--- src/shared/iom_pkg.sv ---
package iom_pkg;

  ////////////////////////////////////////////////////////////////////////////
  // sizes
  localparam int NSLOT = 8;
  localparam int SLOT_W = 3;
  localparam int IMG_AW = 7;
  localparam int IMG_DEPTH = 128;
  localparam logic [3:0] SLOT_BYTES = 4'h8;
  localparam logic [2:0] LAST_SLOT = 3'h7;

  ////////////////////////////////////////////////////////////////////////////
  // image layout
  localparam logic [6:0] DIAG_HI_ADDR = 7'h00;
  localparam logic [6:0] DIAG_LO_ADDR = 7'h01;
  localparam logic [6:0] IN_DATA_BASE = 7'h02;
  localparam logic [6:0] OUT_DATA_BASE = 7'h00;

  ////////////////////////////////////////////////////////////////////////////
  // size codes: digital channel count, or analog channel width
  localparam logic [1:0] DIG_CH2 = 2'h0;
  localparam logic [1:0] DIG_CH4 = 2'h1;
  localparam logic [1:0] DIG_CH8 = 2'h2;
  localparam logic [1:0] DIG_CH16 = 2'h3;
  localparam logic [1:0] AN_8B = 2'h0;
  localparam logic [1:0] AN_12B = 2'h1;
  localparam logic [1:0] AN_16B = 2'h2;
  localparam logic [1:0] AN_24B = 2'h3;

  localparam logic [7:0] DIG2_MASK = 8'h03;
  localparam logic [7:0] DIG4_MASK = 8'h0F;
  localparam logic [7:0] FULL_MASK = 8'hFF;
  localparam logic [3:0] BYTES_ONE = 4'h1;
  localparam logic [3:0] BYTES_TWO = 4'h2;
  localparam logic ENDIAN_BIG = 1'b0;

  ////////////////////////////////////////////////////////////////////////////
  // types
  typedef struct packed {
    logic present;
    logic is_out;
    logic analog;
    logic [1:0] size;
    logic [1:0] nch_m1;
  } iom_desc_t;

  typedef struct packed {
    iom_desc_t desc;
    logic [63:0] data;
  } iom_slot_t;

  typedef struct packed {
    logic en;
    logic [IMG_AW-1:0] addr;
    logic [7:0] data;
  } iom_wr_t;

  typedef enum logic [2:0] {ST_IDLE, ST_HDR, ST_IN, ST_OUT, ST_DONE} iom_st_t;

  // log2 of bytes per analog channel
  function automatic logic [1:0] iom_bpc_log2(input logic [1:0] size);
    case (size)
      AN_8B: iom_bpc_log2 = 2'h0;
      AN_24B: iom_bpc_log2 = 2'h2;
      default: iom_bpc_log2 = 2'h1;
    endcase
  endfunction : iom_bpc_log2

endpackage : iom_pkg

--- src/logic/iom_byte_fmt.sv ---
`timescale 1ns/1ps
module iom_byte_fmt import iom_pkg::*; (
  // slot description
  input wire iom_desc_t desc_in,
  input wire logic [2:0] idx_in,
  input wire logic little_endian_in,
  // byte placement
  output logic [3:0] nbytes_out,
  output logic [2:0] pos_out,
  output logic [7:0] mask_out
);

  logic [1:0] lg;
  logic [2:0] bpc_m1;
  logic [2:0] sub;
  logic [5:0] total;

  always_comb
  begin
    lg = iom_bpc_log2(desc_in.size);
    bpc_m1 = 3'((4'h1 << lg) - 4'h1);
    sub = idx_in & bpc_m1;
    total = 6'(({4'h0, desc_in.nch_m1} + 6'h01) << lg);
    nbytes_out = BYTES_ONE;
    pos_out = idx_in;
    mask_out = FULL_MASK;
    if (desc_in.analog)
    begin
      // more than eight bytes of channels do not fit a slot word; the rest is cut
      nbytes_out = (total > 6'(SLOT_BYTES)) ? SLOT_BYTES : total[3:0]; // [RULE6]
      pos_out = ((idx_in >> lg) << lg) | (little_endian_in ? sub : (bpc_m1 - sub)); // [RULE7]
    end
    else
    begin
      if (desc_in.size == DIG_CH16)
      begin
        nbytes_out = BYTES_TWO; // [RULE5]
      end
      case (desc_in.size)
        DIG_CH2: mask_out = DIG2_MASK;
        DIG_CH4: mask_out = DIG4_MASK;
        default: mask_out = FULL_MASK;
      endcase
    end
  end

endmodule : iom_byte_fmt

--- src/logic/iom_img_ram.sv ---
`timescale 1ns/1ps
module iom_img_ram import iom_pkg::*; (
  // clock and reset
  input wire logic ref_clk_in,
  input wire logic sys_rst_in,
  // write port
  input wire logic we_in,
  input wire logic [IMG_AW-1:0] waddr_in,
  input wire logic [7:0] wdata_in,
  // read port
  input wire logic [IMG_AW-1:0] raddr_in,
  output logic [7:0] rdata_out
);

  logic [7:0] mem [IMG_DEPTH];
  logic [7:0] rdata_reg;

  // read returns the old byte when the same address is written in that cycle
  always_ff @(posedge ref_clk_in)
  begin
    if (we_in)
    begin
      mem[waddr_in] <= wdata_in;
    end
  end

  always_ff @(posedge ref_clk_in)
  begin
    if (sys_rst_in)
    begin
      rdata_reg <= 8'h00;
    end
    else
    begin
      rdata_reg <= mem[raddr_in];
    end
  end

  assign rdata_out = rdata_reg;

endmodule : iom_img_ram

--- src/logic/iom_mapper.sv ---
// How it works
// RULE1: read image holds inputs plus coupler diagnostics.
// RULE2: master writes outputs; device delivers them.
// RULE3: placement by direction, slot order, size.
// RULE4: active digital channel reads as 1.
// RULE5: digital one bit each; 16 channels two bytes.
// RULE6: analog 1, 2 or 4 bytes per channel; code cuts a module at eight bytes.
// RULE7: analog byte order selectable, big by default.
// RULE8: inputs mapped first, then outputs.
// RULE9: diagnostic word heads the input image.
// RULE10: diagnostic high byte 0, low byte 1.
// RULE11: contiguous ascending slots; output image from 0.
// RULE12: channel 1 in bit 0, unused bits zero.
`timescale 1ns/1ps
module iom_mapper import iom_pkg::*; (
  // clock and reset
  input wire logic ref_clk_in,
  input wire logic sys_rst_in,
  // configuration and coupler state
  input wire logic little_endian_in,
  input wire logic [15:0] diag_word_in,
  // module slots
  input wire iom_slot_t [NSLOT-1:0] slot_in,
  output logic [NSLOT-1:0][63:0] slot_out_data_out,
  // master side of the read image
  input wire logic [IMG_AW-1:0] rd_addr_in,
  output logic [7:0] rd_data_out,
  // master side of the write image
  input wire iom_wr_t wr_in,
  // status
  output logic [IMG_AW-1:0] in_len_out,
  output logic [IMG_AW-1:0] out_len_out,
  output logic cycle_done_out
);

  ////////////////////////////////////////////////////////////////////////////
  // state

  typedef struct packed {
    iom_st_t st;
    logic [SLOT_W-1:0] slot;
    logic [2:0] idx;
    logic [IMG_AW-1:0] addr;
    logic pend;
    logic [SLOT_W-1:0] pslot;
    logic [2:0] ppos;
    logic [7:0] pmask;
    logic [IMG_AW-1:0] in_len;
    logic [IMG_AW-1:0] out_len;
    logic done;
    logic [NSLOT-1:0][63:0] out_data;
  } iom_state_t;

  iom_state_t state_reg;
  iom_state_t state_next;

  iom_desc_t cur;
  logic want;
  logic active;
  logic last_byte;
  logic [IMG_AW-1:0] addr_after;
  logic [3:0] fmt_nbytes;
  logic [2:0] fmt_pos;
  logic [7:0] fmt_mask;

  logic rim_we;
  logic [IMG_AW-1:0] rim_addr;
  logic [7:0] rim_wdata;
  logic [7:0] wim_rdata;

  ////////////////////////////////////////////////////////////////////////////
  // byte placement and image stores

  iom_byte_fmt u_fmt (
    .desc_in(cur),
    .idx_in(state_reg.idx),
    .little_endian_in(little_endian_in),
    .nbytes_out(fmt_nbytes),
    .pos_out(fmt_pos),
    .mask_out(fmt_mask)
  );

  iom_img_ram u_read_img (
    .ref_clk_in(ref_clk_in),
    .sys_rst_in(sys_rst_in),
    .we_in(rim_we),
    .waddr_in(rim_addr),
    .wdata_in(rim_wdata),
    .raddr_in(rd_addr_in),
    .rdata_out(rd_data_out)
  );

  // the master owns the write port of the write image
  iom_img_ram u_write_img (
    .ref_clk_in(ref_clk_in),
    .sys_rst_in(sys_rst_in),
    .we_in(wr_in.en),
    .waddr_in(wr_in.addr),
    .wdata_in(wr_in.data),
    .raddr_in(state_reg.addr),
    .rdata_out(wim_rdata)
  );

  ////////////////////////////////////////////////////////////////////////////
  // walk: header, input slots, output slots, then start again

  always_comb
  begin
    cur = slot_in[state_reg.slot].desc;
    want = (state_reg.st == ST_OUT) ? cur.is_out : !cur.is_out; // [RULE3]
    active = cur.present && want;
    last_byte = ({1'b0, state_reg.idx} == (fmt_nbytes - 4'h1));
    addr_after = active ? (state_reg.addr + 7'h01) : state_reg.addr; // [RULE11]
    state_next = state_reg;
    state_next.done = 1'b0;
    state_next.pend = 1'b0;
    rim_we = 1'b0;
    rim_addr = state_reg.addr;
    rim_wdata = 8'h00;
    // a byte fetched from the write image lands one cycle later
    if (state_reg.pend)
    begin
      state_next.out_data[state_reg.pslot][{state_reg.ppos, 3'b000} +: 8] = wim_rdata & state_reg.pmask; // [RULE2]
    end
    case (state_reg.st)
      ST_IDLE:
      begin
        state_next.st = ST_HDR;
        state_next.idx = 3'h0;
      end
      ST_HDR:
      begin
        rim_we = 1'b1; // [RULE9]
        rim_addr = state_reg.idx[0] ? DIAG_LO_ADDR : DIAG_HI_ADDR; // [RULE10]
        rim_wdata = state_reg.idx[0] ? diag_word_in[7:0] : diag_word_in[15:8]; // [RULE10]
        state_next.idx = 3'h1;
        if (state_reg.idx[0])
        begin
          state_next.st = ST_IN;
          state_next.slot = '0;
          state_next.idx = 3'h0;
          state_next.addr = IN_DATA_BASE; // [RULE9]
        end
      end
      ST_IN, ST_OUT:
      begin
        if (active && state_reg.st == ST_IN)
        begin
          rim_we = 1'b1; // [RULE1]
          // channel bytes are masked so unused digital bits read zero
          rim_wdata = slot_in[state_reg.slot].data[{fmt_pos, 3'b000} +: 8] & fmt_mask; // [RULE4] [RULE12]
        end
        if (active && state_reg.st == ST_OUT)
        begin
          state_next.pend = 1'b1;
          state_next.pslot = state_reg.slot;
          state_next.ppos = fmt_pos;
          state_next.pmask = fmt_mask; // [RULE12]
        end
        state_next.addr = addr_after;
        state_next.idx = state_reg.idx + 3'h1;
        if (!active || last_byte)
        begin
          state_next.idx = 3'h0;
          state_next.slot = state_reg.slot + 3'h1;
          if (state_reg.slot == LAST_SLOT)
          begin
            state_next.slot = '0;
            if (state_reg.st == ST_IN)
            begin
              state_next.st = ST_OUT; // [RULE8]
              state_next.in_len = addr_after;
              state_next.addr = OUT_DATA_BASE; // [RULE11]
            end
            else
            begin
              state_next.st = ST_DONE;
            end
          end
        end
      end
      ST_DONE:
      begin
        state_next.out_len = state_reg.addr;
        state_next.done = 1'b1;
        state_next.st = ST_HDR;
        state_next.idx = 3'h0;
      end
      default:
      begin
        state_next.st = ST_IDLE;
      end
    endcase
  end

  always_ff @(posedge ref_clk_in)
  begin
    if (sys_rst_in)
    begin
      state_reg <= '0;
    end
    else
    begin
      state_reg <= state_next;
    end
  end

  ////////////////////////////////////////////////////////////////////////////
  // outputs

  assign slot_out_data_out = state_reg.out_data;
  assign in_len_out = state_reg.in_len;
  assign out_len_out = state_reg.out_len;
  assign cycle_done_out = state_reg.done;
endmodule : iom_mapper

--- config.mk ---
export PLATFORM = sky130hd
export DESIGN_NAME = iom_mapper
export DESIGN_NICKNAME = d
export VERILOG_FILES = /design/src/shared/iom_pkg.sv /design/src/logic/iom_byte_fmt.sv /design/src/logic/iom_img_ram.sv /design/src/logic/iom_mapper.sv
export SDC_FILE = /design/constraint.sdc
export NUM_CORES = 2
export LEC_CHECK = 0
export BUFFER_PORTS_ARGS = -buffer_cell sky130_fd_sc_hd__buf_2
export CAP_MARGIN = 20
export CORE_MARGIN = 5
export CORE_UTILIZATION = 40
export DETAILED_ROUTE_END_ITERATION = 10
export GPL_TIMING_DRIVEN = 0
export PLACE_DENSITY_LB_ADDON = 0.15
export SETUP_SLACK_MARGIN = 0.15
export SYNTH_ARGS = -nofsm -noshare
export SYNTH_HDL_FRONTEND = slang
export SYNTH_SLANG_ARGS = --single-unit
--- constraint.sdc ---
create_clock -name ref_clk_in -period 11.95 [get_ports ref_clk_in]
set_input_delay 1.195 -clock ref_clk_in [delete_from_list [all_inputs] [get_ports ref_clk_in]]
set_output_delay 1.195 -clock ref_clk_in [all_outputs]
set_load 0.005 [all_outputs]
==> impl_summary.txt <==
----------------------------------------------------
[Run status]
  Result of the run ... finished, final reports clean

[Finish]
  Post-layout net count ... 8779
  Most common cell after layout, fill and taps aside ... sky130_fd_sc_hd__edfxtp_1
  Area grow syn2layout ... 20.7%
  Fill count ... 23300
  Share of the core filled with cells ... 48.3%
  Fraction of layout instances using a drive strength above 1 ... 37.8%
  Most frequent cells in the layout ... sky130_fd_sc_hd__edfxtp_1, sky130_fd_sc_hd__nor2_1, sky130_fd_sc_hd__buf_2
  Final cell count without fillers ... 12000
  Layout Cell Area excl Fill ... 0.131 mm2

[Critical path]
  Number of cells on the worst reg-to-reg path ... 24
  Kind of start point of the critical path ... flip-flop
  End of the worst register-to-register path ... u_read_img.mem[118][1]
  Reg2reg start ... state_reg[553]
  Largest fanout on the critical path ... 13
  Data arrival, critical path ... 10.58 ns
  Flop-to-flop setup slack ... 1.94 ns
  Capturing element type of the critical path ... flip-flop
  Class of the most critical setup path ... reg2reg
  Required time of the critical path ... 12.53 ns

[Logic synthesis]
  Net Count, Synth ... 7187
  Post-synth top area cell ... sky130_fd_sc_hd__edfxtp_1
  Asr flop ratio synth ... 0%
  Fraction of the yosys area taken by sequential cells ... 67.3%
  Register bit count reported by yosys ... 2617
  Post-synthesis instance area ... 0.108 mm2
  Fraction of synthesized cell area taken by the top area cell type ... 56.8%
  Synthesized instance count ... 6563
  Post-synthesis average cell area ... 16.5 um2
  Post-synthesis cell type count ... 69
  Largest cells by area after synthesis ... sky130_fd_sc_hd__edfxtp_1, sky130_fd_sc_hd__mux4_2, sky130_fd_sc_hd__dfxtp_1
  Number of warnings reported in the yosys synthesis log ... 0
  Most used DFF post-synth ... sky130_fd_sc_hd__edfxtp_1
  EDFF count, synth ... 2048

[STA]
  Worst hold slack after final layout ... 0.458 ns
  Measured slew at the worst slew-check pin ... 1.25 ns
  Layout Skew ... 0.0625 ns
  Post-layout minimum cycle time ... 10.01 ns
  Total of endpoints with negative setup slack in the final report ... 0
  Setup repair after global routing missed its margin ... no
  Number of hold violations in the final report ... 0
  Total count of max-transition violations in the final report ... 0
  Top achievable clock speed ... 99.9 MHz
  Period utilization ... 83.7%
  Worst rel slew slack ... 16.7%
  Final-layout setup total negative slack ... 0 ns

[CTS]
  Resized Gates After CTS ... 0
  Buffer count from post-CTS setup fixing ... 0
  Clock Tree Buf Depth ... 4
  Reg clk slew, reported paths ... 0.06 ns
  Clk root buf ... sky130_fd_sc_hd__clkbuf_16
  TritonCTS clock tree ... done
  Number of buffers inserted during clock tree synthesis ... 291
  Clock sink total ... 2617
  H-tree Lvls ... 5
  Hold-fix buffer count after cts ... 0
  Clock network latency to the later pin of the worst-skew pair ... 0.87 ns

[Worst hold path]
  Sink of the worst hold path ... out_len_out[4]
  Hold Crit Start ... out_len_out[4]
  Hold Path Stages ... 2
  Classification of the worst-slack hold path ... reg2reg

[Die]
  Area of the placeable core ... 0.270 mm2
  Effective utilization at floorplan ... 40.1%
  Vertical die dimension ... 530 um
  # IOs ... 1145
  Width of the die ... 530 um
  Die Area ... 0.281 mm2
  Site row count ... 191

[Place]
  GP Congestion ... 1.01
  Cell area after placement ... 0.121 mm2
  Number of cells in the design after placement ... 11400
  Estimated wirelength of the detail-placed design ... 340000 um
  Port-buffer cells ... 1133

[Global route]
  Via count of the first global-routing pass ... 66600
  Overall routing resource usage ... 30.4%
  First-pass GRT wire length ... 579000 um
  Initial antenna violation count ... 91
  GR Overflow Total ... 0
  Largest net degree at the start of global routing ... 85

[Detailed routing]
  Average routed wire per standard cell ... 36.4 um
  Number of DRC violations after detailed-routing iteration 0 ... 7648
  Count of unresolved DRC violations after routing ... 0
  Routed wire length ... 438000 um
  DR pass1 iterations ... 5
  Number of routed nets with antenna violations ... 0
  Via-per-instance ratio ... 5.68
  Vias after detailed routing ... 68300

[Power]
  VDD IR max ... 0.124 mV
  LEAKAGE ... 45.5 nW
  Ratio of total power to cell area ... 154 mW/mm2

[Job]
  Max capacitance violation total ... 0

----------------------------------------------------
[synthesized netlist by cell type, types with 14 or more instances]
| library cell | count |
|---|---|
| sky130_fd_sc_hd__ha_1 | 14 |
| sky130_fd_sc_hd__nor2b_1 | 18 |
| sky130_fd_sc_hd__and2_1 | 14 |
| sky130_fd_sc_hd__nand2_1 | 142 |
| sky130_fd_sc_hd__buf_1 | 82 |
| sky130_fd_sc_hd__buf_4 | 527 |
| sky130_fd_sc_hd__nor3_1 | 27 |
| sky130_fd_sc_hd__edfxtp_1 | 2048 |
| sky130_fd_sc_hd__nand3_1 | 31 |
| sky130_fd_sc_hd__dfxtp_1 | 569 |
| sky130_fd_sc_hd__nor2_1 | 1153 |
| sky130_fd_sc_hd__nand2b_1 | 15 |
| sky130_fd_sc_hd__mux4_2 | 820 |
| sky130_fd_sc_hd__clkbuf_1 | 303 |
| sky130_fd_sc_hd__mux2i_1 | 279 |
| sky130_fd_sc_hd__mux2_2 | 17 |
| sky130_fd_sc_hd__o21ai_0 | 19 |
| sky130_fd_sc_hd__a21oi_1 | 338 |
[cell families after synthesis]
kind of cell    Yosys count  share of synthesized area (%)
flops                  2617                           67.3
simple gates           1438                           5.29
mux                    1117                           19.8
buf+inv                 943                           5.16
compound gates          423                           2.19
fa+ha+maj                14                          0.162
xor+xnor                 10                         0.0809
other cells               1                        0.00346
[routing by layer]
| layer | vias up | share of wire, % | global-route usage, % |
|---|---|---|---|
| met1 | 35900 | 38 | 39.1 |
| met5 | - | 0.079 | 0 |
| met3 | 778 | 9.2 | 7.51 |
| met2 | 3630 | 47 | 49.0 |
| met4 | 50 | 5.2 | 13.5 |
| li1 | 27900 | - | - |
[worst max-delay path, cell delays in order, from the launching register on]
cell and delay [ns]:
sky130_fd_sc_hd__dfxtp_1 0.34, sky130_fd_sc_hd__buf_2 0.73, sky130_fd_sc_hd__clkbuf_1 0.54, sky130_fd_sc_hd__clkbuf_1 0.92, sky130_fd_sc_hd__clkbuf_1 0.44, sky130_fd_sc_hd__buf_16 0.22, sky130_fd_sc_hd__mux4_2 0.48, sky130_fd_sc_hd__mux2i_1 0.50
sky130_fd_sc_hd__inv_1 0.18, sky130_fd_sc_hd__ha_1 0.25, sky130_fd_sc_hd__nand2b_1 0.10, sky130_fd_sc_hd__nor2b_1 0.24, sky130_fd_sc_hd__a311oi_1 0.14, sky130_fd_sc_hd__o22ai_2 0.58, sky130_fd_sc_hd__buf_6 0.32, sky130_fd_sc_hd__buf_2 0.62
sky130_fd_sc_hd__mux2i_1 0.99, sky130_fd_sc_hd__nand2_1 0.40, sky130_fd_sc_hd__nand4b_1 0.21, sky130_fd_sc_hd__o211ai_1 0.30, sky130_fd_sc_hd__buf_4 0.33, sky130_fd_sc_hd__buf_4 0.21, sky130_fd_sc_hd__buf_4 0.19, sky130_fd_sc_hd__buf_4 0.20
sky130_fd_sc_hd__buf_6 0.17
[power breakdown]
part	internal [W]	total (W)	switching, W
logic	0.000555	0.00151	0.000958
clock network	0.00506	0.00872	0.00366
registers	0.00989	0.00990	0.0000103
[how the worst max path moves through the flow]
stage                                   to  slack, ns  depth (start not counted)      startpoint
floorplan             u_read_img.mem[0][6]       1.31                         17  state_reg[552]
global placement     u_read_img.mem[60][6]     -10.16                         17  state_reg[553]
detailed placement  u_read_img.mem[118][1]       2.32                         24  state_reg[553]
CTS                 u_read_img.mem[119][1]       2.27                         24  state_reg[553]
global route        u_read_img.mem[119][1]       2.08                         25  state_reg[553]
finish              u_read_img.mem[118][1]       1.94                         24  state_reg[553]
[metrics by stage]
stage               total power (W)  setup WS, ns
finish                       0.0201          1.94
CTS                          0.0202          2.27
floorplan                    0.0108          1.31
global route                 0.0207          2.08
detailed placement           0.0116          2.32
global placement             0.0115        -10.16
[area by class of cell]
class	instances	area (um2)	area share [%]
buffer	931	5590	4.28
clock buffer	385	8040	6.15
inverter	12	45.0	0.0345
clock inverter	128	1100	0.843
sequential	2617	72900	55.8
tap	3570	4470	3.42
antenna	87	218	0.167
multi-input combinational	3003	30000	22.9
timing repair buffer	1299	8350	6.39
Power figures use the tool's default switching activity.
